`src/hdl/sfr_map.vh`:
```
// constants for the serial flash read front end
`ifndef SFR_MAP_VH
`define SFR_MAP_VH
`define SFR_OP_NORMAL_READ 8'h03
`define SFR_OP_FAST_READ 8'h0b
`define SFR_OP_DUAL_IO_READ 8'hbb
`define SFR_OP_QUAD_IO_READ 8'heb
`define SFR_OP_UNIQUE_ID_READ 8'h4b
`define SFR_OP_INFO_ROW_READ 8'h68
`define SFR_MODE_CONT_CODE 4'ha
`define SFR_ADDR_BITS 24
`define SFR_DUMMY_SINGLE 4'h6
`define SFR_DUMMY_QUAD 4'h6
`define SFR_DUMMY_DUAL 4'h4
`define SFR_MODE_CYC_DUAL 4'h4
`define SFR_DENS_4M 3'h0
`define SFR_DENS_2M 3'h1
`define SFR_DENS_1M 3'h2
`define SFR_DENS_512K 3'h3
`define SFR_DENS_256K 3'h4
`define SFR_NORMAL_MAX_MHZ 50
`define SFR_FAST_MAX_MHZ 104
`endif

```
`src/hdl/sfr_buf2.v`:
```
// two-entry valid/ready buffer on the read data path
`timescale 1ns/100ps
module sfr_buf2 #(
  parameter WIDTH = 8
) (
  // clock and reset
  input wire core_clk,
  input wire resetn,
  input wire flush,
  // fill side
  input wire in_valid,
  output wire in_ready,
  input wire [WIDTH-1:0] in_data,
  // drain side
  output wire out_valid,
  input wire out_ready,
  output wire [WIDTH-1:0] out_data
);
  reg [WIDTH-1:0] mem [0:1];
  reg wr_ptr;
  reg rd_ptr;
  reg [1:0] count;
  wire do_wr;
  wire do_rd;

  assign in_ready = (count != 2'h2);
  assign out_valid = (count != 2'h0);
  assign out_data = mem[rd_ptr];
  assign do_wr = in_valid && in_ready;
  assign do_rd = out_valid && out_ready;

  always @(posedge core_clk or negedge resetn)
  begin
    if (!resetn)
    begin
      wr_ptr <= 1'b0;
      rd_ptr <= 1'b0;
      count <= 2'h0;
    end
    else if (flush)
    begin
      wr_ptr <= 1'b0;
      rd_ptr <= 1'b0;
      count <= 2'h0;
    end
    else
    begin
      if (do_wr)
        wr_ptr <= ~wr_ptr;
      if (do_rd)
        rd_ptr <= ~rd_ptr;
      if (do_wr && !do_rd)
        count <= count + 2'h1;
      else if (do_rd && !do_wr)
        count <= count - 2'h1;
    end
  end

  always @(posedge core_clk)
  begin
    if (do_wr)
      mem[wr_ptr] <= in_data;
  end
endmodule // sfr_buf2

```
`src/hdl/sfr_front_end.v`:
```
// read command front end of a serial flash, sampled on the core clock
`timescale 1ns/100ps
`include "sfr_map.vh"
module sfr_front_end #(
  parameter AW = `SFR_ADDR_BITS
) (
  // clock and reset
  input wire core_clk,
  input wire resetn,
  // serial link pins, sampled by core_clk
  input wire ce_n,
  input wire sck,
  input wire pause_n,
  input wire [3:0] io_in,
  output reg [3:0] io_out,
  output reg [3:0] io_oe_n,
  // configuration and status
  input wire [2:0] density_sel,
  input wire four_line_command_mode,
  input wire quad_enable_bit,
  input wire pause_pin_is_reset,
  input wire write_in_progress_flag,
  input wire [3:0] dummy_count,
  output reg continuous_read_mode,
  output reg read_active,
  // array read port
  output reg mem_req,
  output reg [AW-1:0] mem_addr,
  input wire mem_valid,
  input wire [7:0] mem_data,
  output reg mem_ready
);
  // ------------------------------------------------------------
  // states
  // ------------------------------------------------------------
  localparam ST_IDLE = 3'h0;
  localparam ST_CMD = 3'h1;
  localparam ST_ADDR = 3'h2;
  localparam ST_DUMMY = 3'h3;
  localparam ST_DATA = 3'h4;
  localparam ST_IGNORE = 3'h5;

  // ------------------------------------------------------------
  // pin synchronisers
  // ------------------------------------------------------------
  reg [7:0] sync1;
  reg [7:0] sync2;
  reg sck_d;
  always @(posedge core_clk or negedge resetn)
  begin
    if (!resetn)
    begin
      // idle pin levels, so no false clock edge follows reset
      sync1 <= 8'hb0;
      sync2 <= 8'hb0;
      sck_d <= 1'b0;
    end
    else
    begin
      sync1 <= {ce_n, sck, pause_n, 1'b1, io_in};
      sync2 <= sync1;
      sck_d <= sync2[6];
    end
  end
  wire ce_s = sync2[7];
  wire sck_s = sync2[6];
  wire pause_s = sync2[5];
  wire [3:0] io_s = sync2[3:0];
  wire rise = sck_s && !sck_d;
  wire fall = !sck_s && sck_d;

  // ------------------------------------------------------------
  // helpers
  // ------------------------------------------------------------
  function [AW-1:0] addr_mask;
    input [2:0] dens;
    begin
      case (dens)
        `SFR_DENS_4M: addr_mask = {{(AW-19){1'b0}}, {19{1'b1}}};
        `SFR_DENS_2M: addr_mask = {{(AW-18){1'b0}}, {18{1'b1}}};
        `SFR_DENS_1M: addr_mask = {{(AW-17){1'b0}}, {17{1'b1}}};
        `SFR_DENS_512K: addr_mask = {{(AW-16){1'b0}}, {16{1'b1}}};
        default: addr_mask = {{(AW-15){1'b0}}, {15{1'b1}}};
      endcase
    end
  endfunction

  function is_read_op;
    input [7:0] op;
    input quad;
    begin
      if (quad)
        is_read_op = (op == `SFR_OP_FAST_READ) || (op == `SFR_OP_QUAD_IO_READ) ||
          (op == `SFR_OP_UNIQUE_ID_READ) || (op == `SFR_OP_INFO_ROW_READ);
      else
        is_read_op = (op == `SFR_OP_NORMAL_READ) || (op == `SFR_OP_FAST_READ) ||
          (op == `SFR_OP_DUAL_IO_READ);
    end
  endfunction

  // ------------------------------------------------------------
  // sequence state
  // ------------------------------------------------------------
  reg [2:0] state;
  reg [7:0] opcode;
  reg [5:0] bit_cnt;
  reg [3:0] dummy_cnt;
  reg [AW-1:0] addr;
  reg [7:0] mode_bits;
  reg [7:0] shreg;
  reg [3:0] bits_left;
  reg [1:0] lanes;
  reg paused;
  reg have_byte;
  reg [3:0] held_oe_n;

  wire pause_allowed = !quad_enable_bit && !pause_pin_is_reset;
  wire selected = !ce_s;
  wire [3:0] width_bits = (lanes == 2'h2) ? 4'h4 : ((lanes == 2'h1) ? 4'h2 : 4'h1);
  wire [AW-1:0] next_addr = (mem_addr + {{(AW-1){1'b0}}, 1'b1}) & addr_mask(density_sel);
  wire [7:0] op_in = (lanes == 2'h2) ? {opcode[3:0], io_s} : {opcode[6:0], io_s[0]};
  wire [AW-1:0] addr_in = (lanes == 2'h2) ? {addr[AW-5:0], io_s} :
    ((lanes == 2'h1) ? {addr[AW-3:0], io_s[1:0]} : {addr[AW-2:0], io_s[0]});

  // buffer between array and shifter; a full buffer stalls the request
  wire buf_in_ready;
  wire buf_out_valid;
  wire [7:0] buf_out_data;
  wire buf_take = (state == ST_DATA) && !have_byte && buf_out_valid;
  // valid lingering after the request drops is not a new byte
  wire arr_take = mem_req && mem_valid && mem_ready && buf_in_ready;
  sfr_buf2 #(.WIDTH(8)) u_buf (
    .core_clk(core_clk),
    .resetn(resetn),
    .flush(ce_s),
    .in_valid(mem_req && mem_valid && mem_ready),
    .in_ready(buf_in_ready),
    .in_data(mem_data),
    .out_valid(buf_out_valid),
    .out_ready(buf_take),
    .out_data(buf_out_data)
  );

  always @(posedge core_clk or negedge resetn)
  begin
    if (!resetn)
    begin
      state <= ST_IDLE;
      opcode <= 8'h00;
      bit_cnt <= 6'h00;
      dummy_cnt <= 4'h0;
      addr <= {AW{1'b0}};
      mode_bits <= 8'h00;
      shreg <= 8'h00;
      bits_left <= 4'h0;
      lanes <= 2'h0;
      paused <= 1'b0;
      have_byte <= 1'b0;
      held_oe_n <= 4'hf;
      continuous_read_mode <= 1'b0;
      read_active <= 1'b0;
      mem_req <= 1'b0;
      mem_addr <= {AW{1'b0}};
      mem_ready <= 1'b0;
      io_out <= 4'h0;
      io_oe_n <= 4'hf;
    end
    else if (!selected)
    begin
      // deselect ends any read; mode selection untouched
      state <= ST_IDLE;
      paused <= 1'b0;
      have_byte <= 1'b0;
      read_active <= 1'b0;
      mem_req <= 1'b0;
      mem_ready <= 1'b0;
      io_oe_n <= 4'hf;
    end
    else if (paused || (pause_allowed && !pause_s && !sck_s))
    begin
      // pause keeps state, floats output, ignores input
      io_oe_n <= 4'hf;
      if (arr_take)
        mem_req <= 1'b0;
      if (!paused)
        held_oe_n <= io_oe_n;
      if (pause_s && !sck_s)
      begin
        paused <= 1'b0;
        io_oe_n <= held_oe_n;
      end
      else
        paused <= 1'b1;
    end
    else
    begin
      mem_ready <= buf_in_ready;
      if (arr_take)
        mem_req <= 1'b0;
      case (state)
        ST_IDLE:
        begin
          // new select: fresh command or straight to address
          bit_cnt <= 6'h00;
          if (continuous_read_mode)
          begin
            state <= ST_ADDR;
            opcode <= `SFR_OP_DUAL_IO_READ;
            lanes <= 2'h1;
          end
          else
          begin
            state <= ST_CMD;
            lanes <= four_line_command_mode ? 2'h2 : 2'h0;
          end
        end
        ST_CMD:
        if (rise)
        begin
          opcode <= op_in;
          bit_cnt <= bit_cnt + {2'h0, width_bits};
          if (bit_cnt + {2'h0, width_bits} == 6'h08)
          begin
            bit_cnt <= 6'h00;
            // busy device or unknown opcode: swallow the rest
            if (write_in_progress_flag || !is_read_op(op_in, four_line_command_mode))
              state <= ST_IGNORE;
            else
            begin
              state <= ST_ADDR;
              if (lanes != 2'h2 && op_in == `SFR_OP_DUAL_IO_READ)
                lanes <= 2'h1;
            end
          end
        end
        ST_ADDR:
        if (rise)
        begin
          addr <= addr_in;
          bit_cnt <= bit_cnt + {2'h0, width_bits};
          if (bit_cnt + {2'h0, width_bits} == AW[5:0])
          begin
            bit_cnt <= 6'h00;
            read_active <= 1'b1;
            state <= (opcode == `SFR_OP_NORMAL_READ) ? ST_DATA : ST_DUMMY;
            if (opcode == `SFR_OP_DUAL_IO_READ)
              dummy_cnt <= `SFR_DUMMY_DUAL;
            else if (dummy_count != 4'h0)
              dummy_cnt <= dummy_count;
            else
              dummy_cnt <= (lanes == 2'h2) ? `SFR_DUMMY_QUAD : `SFR_DUMMY_SINGLE;
            mem_req <= 1'b1;
            mem_addr <= addr_in & addr_mask(density_sel);
          end
        end
        ST_DUMMY:
        if (rise)
        begin
          // mode bits live inside the dummy window
          if (opcode == `SFR_OP_DUAL_IO_READ && bit_cnt < {2'h0, `SFR_MODE_CYC_DUAL})
          begin
            mode_bits <= {mode_bits[5:0], io_s[1:0]};
            if (bit_cnt == {2'h0, `SFR_MODE_CYC_DUAL} - 6'h1)
              continuous_read_mode <= ({mode_bits[5:0], io_s[1:0]} >> 4) ==
                {4'h0, `SFR_MODE_CONT_CODE};
          end
          bit_cnt <= bit_cnt + 6'h1;
          if (dummy_cnt == 4'h1)
            state <= ST_DATA;
          dummy_cnt <= dummy_cnt - 4'h1;
        end
        ST_DATA:
        begin
          if (buf_take)
          begin
            shreg <= buf_out_data;
            bits_left <= 4'h8;
            have_byte <= 1'b1;
            mem_addr <= next_addr;
            mem_req <= 1'b1;
          end
          if (fall && have_byte)
          begin
            // data out on falling edges, msb first, input ignored
            case (lanes)
              2'h2:
              begin
                io_out <= shreg[7:4];
                io_oe_n <= 4'h0;
                shreg <= {shreg[3:0], 4'h0};
              end
              2'h1:
              begin
                io_out <= {2'h0, shreg[7:6]};
                io_oe_n <= 4'hc;
                shreg <= {shreg[5:0], 2'h0};
              end
              default:
              begin
                io_out <= {2'h0, shreg[7], 1'b0};
                io_oe_n <= 4'hd;
                shreg <= {shreg[6:0], 1'b0};
              end
            endcase
            if (bits_left == width_bits)
              have_byte <= 1'b0;
            bits_left <= bits_left - width_bits;
          end
        end
        ST_IGNORE:
          io_oe_n <= 4'hf;
        default:
          state <= ST_IDLE;
      endcase
    end
  end
endmodule // sfr_front_end

```
`config.mk`:
```
export PLATFORM = sky130hd
export DESIGN_NAME = sfr_front_end
export DESIGN_NICKNAME = d
export VERILOG_FILES = /design/src/hdl/sfr_buf2.v /design/src/hdl/sfr_front_end.v
export VERILOG_INCLUDE_DIRS = /design/src /design/src/hdl
export SDC_FILE = /design/constraint.sdc
export NUM_CORES = 1
export LEC_CHECK = 0
export BUFFER_PORTS_ARGS = -buffer_cell sky130_fd_sc_hd__buf_2
export CAP_MARGIN = 10
export CORE_UTILIZATION = 50
export CTS_CLUSTER_SIZE = 28
export DETAILED_ROUTE_END_ITERATION = 10
export PLACE_DENSITY = 0.74
export SLEW_MARGIN = 20
export SYNTH_ARGS = -nofsm -noshare
export SYNTH_HDL_FRONTEND = slang
export SYNTH_SLANG_ARGS = --single-unit
```
`constraint.sdc`:
```
create_clock -name core_clk -period 7.25 [get_ports core_clk]
set_input_delay 0.3625 -clock core_clk [delete_from_list [all_inputs] [get_ports core_clk]]
set_output_delay 0.3625 -clock core_clk [all_outputs]
set_load 0.05 [all_outputs]
```
## After elaboration in Yosys (flattened, before gate mapping)

Memory sizes are Yosys's and may differ from the RTL's.
Index checks and enable logic that the tools add are counted.

| storage, ports and cells | value |
|---|---|
| flip-flop bits (word level) | 125 |
| latch bits | 0 |
| RAM bits | 16 |
| memory bits (read-only) | 0 |
| input bits | 29 |
| output and inout port bits | 36 |
| word-level logic and storage cells | 251 |
| memories | 1 |

Memory list:

| name | depth | bits a word | read ports | clocked after Yosys merged registers in | wr ports | RTL line | text |
|---|---|---|---|---|---|---|---|
| u_buf.mem | 2 | 8 | 1 | 0 | 1 | sfr_buf2.v:19 | `reg [WIDTH-1:0] mem [0:1];` |

| cells by class | value |
|---|---|
| $add $sub $neg | 7 |
| $mul | 0 |
| div/mod/pow operators | 0 |
| order comparisons | 1 |
| equal/unequal tests | 44 |
| shifts and indexed selects | 0 |
| mux-type cells | 99 |
| bitwise operators | 7 |
| reductions and logical operators | 67 |

Operators with widths:

| cell | number |
|---|---|
| 24-bit two-way mux | 10 |
| 19-bit one-hot mux with 4 select lines | 1 |
| 24-bit AND | 2 |
| 24-bit one-hot mux with 2 select lines | 1 |
| 4-bit two-way mux | 11 |
| 8-bit two-way mux | 5 |
| 1-bit two-way mux | 34 |
| 3-bit two-way mux | 11 |
| 4-bit one-hot mux with 2 select lines | 4 |
| 8-bit one-hot mux with 2 select lines | 2 |
| 6-bit two-way mux | 5 |
| 24-bit by 1-bit adder with 24-bit output (second input constant) | 1 |
| 8-bit equality test (second input constant) | 3 |
| 6-bit one-hot mux with 4 select lines | 1 |
| 6-bit AND reduction | 4 |
| 2-bit nonzero test | 12 |
| 2-bit two-way mux | 11 |
| 2-bit inequality test (second input constant) | 11 |
| 3-bit inequality test (second input constant) | 6 |
| 1-bit logical AND | 17 |
| 8-bit by 2-bit equality test with 1-bit output (second input constant) | 2 |
| 8-bit by 7-bit equality test with 1-bit output (second input constant) | 2 |
| 4-bit AND reduction | 4 |
| 3-bit one-hot mux with 5 select lines | 1 |
| other kinds (35) | 64 |

## Depth between registers and ports, before layout

Gate-level depths: netlist (run 1).

| depth | value |
|---|---|
| word-level depth | 20 |
| depth in mapped cells | 11 |
| depth with buffers taken out | 10 |

## Modules after synthesis

From an unflattened synthesis (run 1), not the netlist that was laid out.

| unflattened totals | value |
|---|---|
| cell total of the unflattened synthesis | 780 |
| area, all modules | 7,312.0 µm² |

By module, submodules not included:

| module | times used | cells each | area an instance (µm²) | seq. area each (µm²) |
|---|---|---|---|---|
| sfr_front_end | 1 | 731 | 6,506.2 | 2,792.7 |
| sfr_buf2 | 1 | 49 | 805.8 | 580.6 |

## Worst setup path after synthesis (run 1)

OpenSTA, ideal clock, no wires.

| path | value |
|---|---|
| path type | reg2reg |
| start point | register lanes[0] |
| end point | register mem_addr[0] |
| setup time | 0.099 ns |
| arrival | 3.066 ns |
| required time | 7.151 ns |
| path slack | 4.084 ns |
| stages on the path, launching flop included | 12 |
| path buffers | 1 |
| clock period less this slack | 3.166 ns |
| path through | dfrtp_1 inv_1 ha_1 ha_1 fa_1 or4_4 a211oi_4 o211ai_4 a21oi_4 buf_6 nor2_1 a311oi_1 |

| on the way | value |
|---|---|
| longest elaborated chain between the ends | 7 |
| elaborated cells on any way between the ends | 13 |
| classes of those cells | 1 x add/sub; 4 x eq/ne; 6 x mux; 1 x bitwise; 1 x reduce/logical |

Ends and longest elaborated chain:

| what | RTL line | text |
|---|---|---|
| start, declared | sfr_front_end.v:112 | `reg [1:0] lanes;` |
| start signal, assigned | sfr_front_end.v:214 | `lanes <= four_line_command_mode ? 2'h2 : 2'h0;` |
| 2-bit by 1-bit equality test with 1-bit output | sfr_front_end.v:119 | `wire [3:0] width_bits = (lanes == 2'h2) ? 4'h4 : ((lanes == 2'h1) ? 4'h2 : 4'h1);` |
| 2-bit two-way mux | sfr_front_end.v:119 |  |
| 3-bit two-way mux | sfr_front_end.v:119 |  |
| 6-bit by 3-bit adder with 6-bit output | sfr_front_end.v:241 | `if (bit_cnt + {2'h0, width_bits} == AW[5:0])` |
| 6-bit by 5-bit equality test with 1-bit output | sfr_front_end.v:241 |  |
| 2-bit inequality test (no source line) | -- |  |
| 6-bit AND reduction (no source line) | -- |  |
| end signal, assigned | sfr_front_end.v:163 | `mem_addr <= {AW{1'b0}};` |
| end signal, assigned | sfr_front_end.v:253 | `mem_addr <= addr_in & addr_mask(density_sel);` |
| end signal, assigned | sfr_front_end.v:279 | `mem_addr <= next_addr;` |
| end, declared | sfr_front_end.v:28 | `output reg [AW-1:0] mem_addr,` |

Several ways; a longest one is shown, not always the timed one. The select of a mux whose other input is x is not followed.
A chain may end at the register's enable or synchronous reset.

## Worst setup path in the final report (run 1)

| path | value |
|---|---|
| start point | register lanes[0] |
| end point | register mem_addr[18] |

| on the way | value |
|---|---|
| longest elaborated chain between the ends | 7 |
| elaborated cells on any way between the ends | 14 |
| classes of those cells | 1 x add/sub; 4 x eq/ne; 7 x mux; 1 x bitwise; 1 x reduce/logical |

Ends and longest elaborated chain:

| what | RTL line |
|---|---|
| 2-bit by 1-bit equality test with 1-bit output | sfr_front_end.v:119, sfr_front_end.v:123 |
| 2-bit two-way mux / 24-bit two-way mux (equally long branches) | sfr_front_end.v:119, sfr_front_end.v:123 |
| 3-bit two-way mux / 24-bit two-way mux (equally long branches) | sfr_front_end.v:119, sfr_front_end.v:122 |
| 6-bit by 3-bit adder with 6-bit output / 24-bit AND (equally long branches) | sfr_front_end.v:241, sfr_front_end.v:253 |
| 6-bit by 5-bit equality test with 1-bit output / 24-bit two-way mux (equally long branches) | sfr_front_end.v:241 |
| 2-bit inequality test (no source line) / 24-bit two-way mux (equally long branches) | -- |
| 6-bit AND reduction (no source line) / 24-bit one-hot mux with 2 select lines (equally long branches) | -- |

Several ways; a longest one is shown, not always the timed one. The select of a mux whose other input is x is not followed.

==> results_dict.tcl, run 1 <==
set metrics [dict create \
    status "finished, violations left" \
    violations "negative hold slack" \
    grt_pass1_vias 5851 \
    fin_ws_ns 3.20 \
    min_period_ns 4.05 \
    grt_use_total 0.242 \
    cts_setup_buffers 0 \
    final_max_slew_viol_count 0 \
    dieArea_um2 15000 \
    syn_area_per_cell_um2 9.64 \
    syn_area_um2 7240 \
    worstPathRequired_ns 7.57 \
    clock_latency_ns 0.43 \
    powerDensity_nw_per_um2 346 \
    viasPerCell 6.11 \
    irDropWorstVdd_v 0.000234 \
    rows 43 \
    cts_buffers 17 \
    ios 65 \
    area_growth_pct 13.5 \
    dp.cells 952 \
    yosysWarnings 0 \
    grt_overflow_total 0 \
    combPwrFrac 0.349 \
    ant_nets 0 \
    path_clk_slew_ns 0.06 \
    synthDistinctLibCells 80 \
    finalCritPeriodShare 0.559 \
    drive_above_1_share 0.187 \
    r2r_end "mem_addr[18]$_DFFE_PN0P_" \
    tritoncts "built" \
    drc 0 \
    core_area_um2 14000 \
    postCtsHoldBufs 0 \
    cts-root-buf "clkbuf_16" \
    htreeDepth 4 \
    swShare 0.407 \
    die_x_um 122 \
    ctsResizeCount 0 \
    fin_skew_ns 0.0121 \
    ys_seq_area_frac 0.466 \
    setup_viol 0 \
    fin_setup_tns_ns 0 \
    cts_buffer_depth 2 \
    p_leak_nw 3.40 \
    synth-edff-count 16 \
    r2r-start "lanes[0]$_DFFE_PN0P_" \
    fmax_mhz 247 \
    endpoint "mem_addr[18]$_DFFE_PN0P_" \
    hold_ws_ns -0.0463 \
    first_pass_iters 5 \
    r2r_slack_ns 3.20 \
    max-slew-margin-rel 0.269 \
    wl_per_cell_um 17.4 \
    critPathMaxFanout 26 \
    intPower_mw 1.68 \
    synth.ff_latch_count 131 \
    crit_start "lanes[0]$_DFFE_PN0P_" \
    cp-end-kind "flip-flop" \
    seqCellArea_um2 3370 \
    multi_input_area_um2 3600 \
    p_clk_frac 0.302 \
    synth_ff_type "dfrtp_1" \
    drt-total-wl_um 17100 \
    dr_total_vias 6012 \
    hpwl_um 11800 \
    grt_antenna_before_repair 0 \
    place_congestion 0.947 \
    postLayoutCellArea_um2 8210 \
    initial_utilization 0.517 \
    fin_nets 835 \
    synthArstFlopShare 0.878 \
    rsz0062_at_grt "no" \
    clock_sinks 131 \
    critical_path_class "reg -> reg" \
    fin_cells 984 \
    nFillCells 1170 \
    portBuffers 59 \
    hold_viol 22 \
    power_switching_mw 1.16 \
    drt_iter0_markers 634 \
    placed_area_um2 7610 \
    max_slew.worst_pin.slew_ns 1.10 \
    power_frac_seq 0.350 \
    critPathArrivalTime_ns 4.37 \
    diodes 0 \
    grt_first_pass_wirelength_um 28300 \
    r2r_cells 10 \
    fp.dieH_um 122 \
    maxCapViolations 0 \
    syn_inst 751 \
    grt_max_degree 63 \
    critPathLaunchType "flip-flop" \
    dp_worst_setup_slack_ns 3.21 \
    worst_hold_path_type "in -> async" \
]
worst max-delay path, stage by stage (launching register included):
cell	delay, ns
dfrtp_1	0.40
inv_1	0.08
ha_1	0.60
ha_1	0.28
fa_1	0.47
or4_4	0.53
a211oi_4	0.29
o211ai_4	0.23
a21oi_4	0.61
o31ai_1	0.17
a22o_1	0.27
routing by layer:
metal | up-vias | share of wire | global-route usage
met4 | 0 | 0.022 | 0.108
met3 | 36 | 0.053 | 0.0455
met1 | 2926 | 0.43 | 0.309
met2 | 206 | 0.50 | 0.399
li1 | 2844 | - | -
met5 | - | 0 | 0
area by class of cell:
class / count / area share
Clock inverter: 13 / 0.0154
Multi-Input combinational cell: 556 / 0.438
Sequential cell: 131 / 0.411
Inverter: 21 / 0.00960
Timing Repair Buffer: 64 / 0.0408
Clock buffer: 19 / 0.0579
Tap cell: 180 / 0.0274
synthesized netlist by cell type, types with 10 or more instances:
cell | instances | area (um^2)
a211oi_1 | 10 | 75.1
a21oi_1 | 47 | 235
clkbuf_1 | 30 | 113
dfrtp_1 | 103 | 2580
dfstp_2 | 12 | 315
edfxtp_1 | 16 | 480
ha_1 | 13 | 163
inv_1 | 20 | 75.1
mux2_2 | 21 | 236
mux2i_1 | 35 | 350
nand2_1 | 80 | 300
nand3_1 | 18 | 90.1
nor2_1 | 66 | 248
nor3_1 | 19 | 95.1
o21ai_0 | 66 | 330
power by group through the flow:
stage,combinational [mW],sequential (mW),clock (mW)
3_5_place_dp,0.982,0.999,0
5_1_grt,1.08,1.01,0.905
2_1_floorplan,0.692,1.06,0
4_1_cts,0.983,0.988,0.869
6_report,0.990,0.992,0.857
3_3_place_gp,0.947,0.991,0
cells by family after synthesis:
logic type	Yosys count	share of synthesized area
buf+inv	68	0.0406
mux	56	0.0811
simple gates	251	0.170
other cells	1	0.000518
compound gates	220	0.203
fa+ha+maj	15	0.0280
flops	131	0.466
xor+xnor	9	0.0109
through the flow:
stage	utilization	power [mW]
after floorplan	-	1.76
after global placement	0.543	1.94
after detailed placement	0.544	1.98
after CTS	0.587	2.84
after global routing	0.587	3.00
final	0.587	2.84
worst min-delay path by stage:
stage                        from                       end  slack [ns]  cells after the start
2_1_floorplan              resetn       addr[0]$_DFFE_PN0P_        0.07                      0
3_3_place_gp   sync1[6]$_DFF_PN0_        sync2[6]$_DFF_PN0_        0.33                      0
3_5_place_dp   sync1[6]$_DFF_PN0_        sync2[6]$_DFF_PN0_        0.34                      0
4_1_cts                    resetn  dummy_cnt[0]$_DFFE_PN0P_       0.009                      1
5_1_grt                      ce_n        sync1[7]$_DFF_PN1_        0.01                      1
6_report                   resetn  dummy_cnt[1]$_DFFE_PN0P_       -0.05                      1
layout by cell type, fill, tap and decap left out, types with 12 or more instances in the layout:
cell       count
a21oi_1       47
buf_2         58
clkbuf_16     19
dfrtp_1      103
dfstp_2       12
edfxtp_1      16
ha_1          13
inv_1         20
mux2_2        21
mux2i_1       35
nand2_1       80
nand3_1       18
nor2_1        66
nor3_1        18
o21ai_0       66
flip-flops by register name, summed over array words and instances (netlist names), 2 cells and up:
| name | flops |
|---|---|
| state | 3 |
| io_oe_n | 4 |
| dummy_cnt | 4 |
| opcode | 8 |
| io_out | 4 |
| u_buf.mem | 16 |
| held_oe_n | 4 |
| lanes | 2 |
| mode_bits | 6 |
| sync2 | 7 |
| bit_cnt | 6 |
| bits_left | 4 |
| addr | 18 |
| shreg | 8 |
| mem_addr | 19 |
| sync1 | 7 |
| u_buf.count | 2 |
Note: power is estimated with default switching activity, not from simulation.
==> run 2: changes to the inputs <==
==> constraint.sdc (replaced) <==
create_clock -name core_clk -period 3.95 [get_ports core_clk]
set_input_delay 0.1975 -clock core_clk [delete_from_list [all_inputs] [get_ports core_clk]]
set_output_delay 0.1975 -clock core_clk [all_outputs]
set_load 0.05 [all_outputs]
==> results_dict.tcl, run 2 (synthesized netlist as in run 1, its figures left out) <==
set metrics [dict create \
    drive_above_1_share 0.186 \
    hp-start "density_sel[2]" \
    path_clk_slew_ns 0.06 \
    grt_overflow_total 0 \
    viasPerCell 6.12 \
    cts_buffers 17 \
    critical_path_class "reg -> reg" \
    maxCapViolations 0 \
    ios 65 \
    fmax_mhz 272 \
    r2r_slack_ns 0.27 \
    hpwl_um 12000 \
    htreeDepth 4 \
    fin_nets 855 \
    die_x_um 122 \
    grt_use_total 0.248 \
    drc 0 \
    min_period_ns 3.68 \
    grt_pass1_vias 5866 \
    grt_first_pass_wirelength_um 29000 \
    r2r-start "lanes[0]$_DFFE_PN0P_" \
    critPathMaxFanout 21 \
    rsz0062_at_grt "no" \
    irDropWorstVdd_v 0.000455 \
    final_max_slew_viol_count 0 \
    drt_iter0_markers 586 \
    largest_reg_flops 19 \
    r2r_cells 11 \
    fin_ws_ns 0.272 \
    initial_utilization 0.517 \
    crit_chain "inv_1 > ha_1 > ha_1 > fa_1 > or4_4 > a211oi_4 > o211ai_4 > a21oi_4 > buf_4 > a21oi_1 > a21oi_1" \
    fp.dieH_um 122 \
    fin_skew_ns 0.00961 \
    drt-total-wl_um 17600 \
    ctsResizeCount 0 \
    grt_max_degree 82 \
    holdPathStages 2 \
    top_register "mem_addr" \
    tritoncts "built" \
    cpMaxStageDelayCell "a21oi_4" \
    dr_total_vias 6141 \
    area_growth_pct 15.8 \
    place_congestion 0.965 \
    worst_hold_path_type "in -> reg" \
    final_common_cell "dfrtp_1" \
    critPathTopFamily "compound AO/OA/AOI/OAI gates" \
    clock_latency_ns 0.43 \
    fin_setup_tns_ns 0 \
    ant_nets 0 \
    diodes 0 \
    hold_ws_ns 0.0714 \
    clock_sinks 131 \
    critPathArrivalTime_ns 4.02 \
    post-route-util 0.599 \
    core_area_um2 14000 \
    p_leak_nw 3.48 \
    rows 43 \
    hold_end "mem_addr[15]$_DFFE_PN0P_" \
    powerDensity_nw_per_um2 626 \
    hold_viol 0 \
    critPathBufInv 2 \
    max_slew.worst_pin.slew_ns 1.01 \
    cts-root-buf "clkbuf_16" \
    setup_viol 0 \
    grt_antenna_before_repair 0 \
    status "completed" \
    layout_common_cells "dfrtp_1, nand2_1, nor2_1, o21ai_0, buf_2" \
    first_pass_iters 5 \
    worst_path_largest_cell_delay_ns 0.56 \
    reg_top3 "mem_addr (19), addr (18), u_buf.mem (16)" \
    dieArea_um2 15000 \
    worstPathRequired_ns 4.30 \
    cts_buffer_depth 2 \
    finalCritPeriodShare 0.931 \
    r2r_end "mem_addr[11]$_DFFE_PN0P_" \
    critPathLaunchType "flip-flop" \
    dp_worst_setup_slack_ns 0.321 \
    wl_per_cell_um 17.5 \
    portBuffers 59 \
    cp-end-kind "flip-flop" \
    max-slew-margin-rel 0.323 \
]
run 2: cell types whose count changed in the layout (fill, tap and decap cells not counted), sizes merged:
cell	before	now
dlygate4sd3	0	16
buf	64	68
run 2: worst reg2reg max path, stage by stage, from the launching register on:
cell      delay, ns
dfrtp_1        0.40
inv_1          0.08
ha_1           0.33
ha_1           0.22
fa_1           0.51
or4_4          0.53
a211oi_4       0.28
o211ai_4       0.22
a21oi_4        0.56
buf_4          0.25
a21oi_1        0.08
a21oi_1        0.14
run 2: final cells by class:
type	count	area (um^2)
tap	180	225
sequential	131	3370
timing repair buffer	84	529
clock buffer	19	475
multi-input combinational	556	3590
fill	1161	5610
clock inverter	13	108
inverter	21	78.8
run 2: routing by layer:
layer | part of all wire | GRT usage | vias to the layer above
met5 | 0 | 0 | -
met4 | 0.018 | 0.0793 | 0
met3 | 0.059 | 0.0609 | 38
met2 | 0.50 | 0.404 | 230
met1 | 0.43 | 0.325 | 2989
li1 | - | - | 2884
run 2: worst max-delay path by stage:
stage | startpoint | cells after the start | slack (ns) | end
2_1_floorplan | lanes[0]$_DFFE_PN0P_ | 11 | 0.78 | mem_addr[0]$_DFFE_PN0P_
3_3_place_gp | lanes[0]$_DFFE_PN0P_ | 9 | 0.48 | mem_addr[1]$_DFFE_PN0P_
3_5_place_dp | lanes[0]$_DFFE_PN0P_ | 10 | 0.32 | mem_addr[16]$_DFFE_PN0P_
4_1_cts | lanes[0]$_DFFE_PN0P_ | 11 | 0.31 | mem_addr[11]$_DFFE_PN0P_
5_1_grt | lanes[0]$_DFFE_PN0P_ | 10 | 0.11 | mem_addr[16]$_DFFE_PN0P_
6_report | lanes[0]$_DFFE_PN0P_ | 11 | 0.27 | mem_addr[11]$_DFFE_PN0P_
run 2: repair_timing:
| item | CTS | global route |
|---|---|---|
| setup endpoints to repair | 0 | 0 |
| hold buffers | 16 | 0 |
| hold endpoints to repair | 62 | 0 |
| setup buffers | 0 | 0 |
run 2: through the flow:
stage               cells  power [mW]  instance area (um^2)
finish               1004        5.25                  8380
floorplan             755        3.22                  7250
global placement      956        3.60                  7630
global route         1004        5.54                  8380
detailed placement    956        3.68                  7640
CTS                  1004        5.26                  8380
run 2: power by group:
part / switching, mW / internal [mW]
logic: 1.22 / 0.665
clock network: 0.647 / 0.895
registers: 0.266 / 1.55
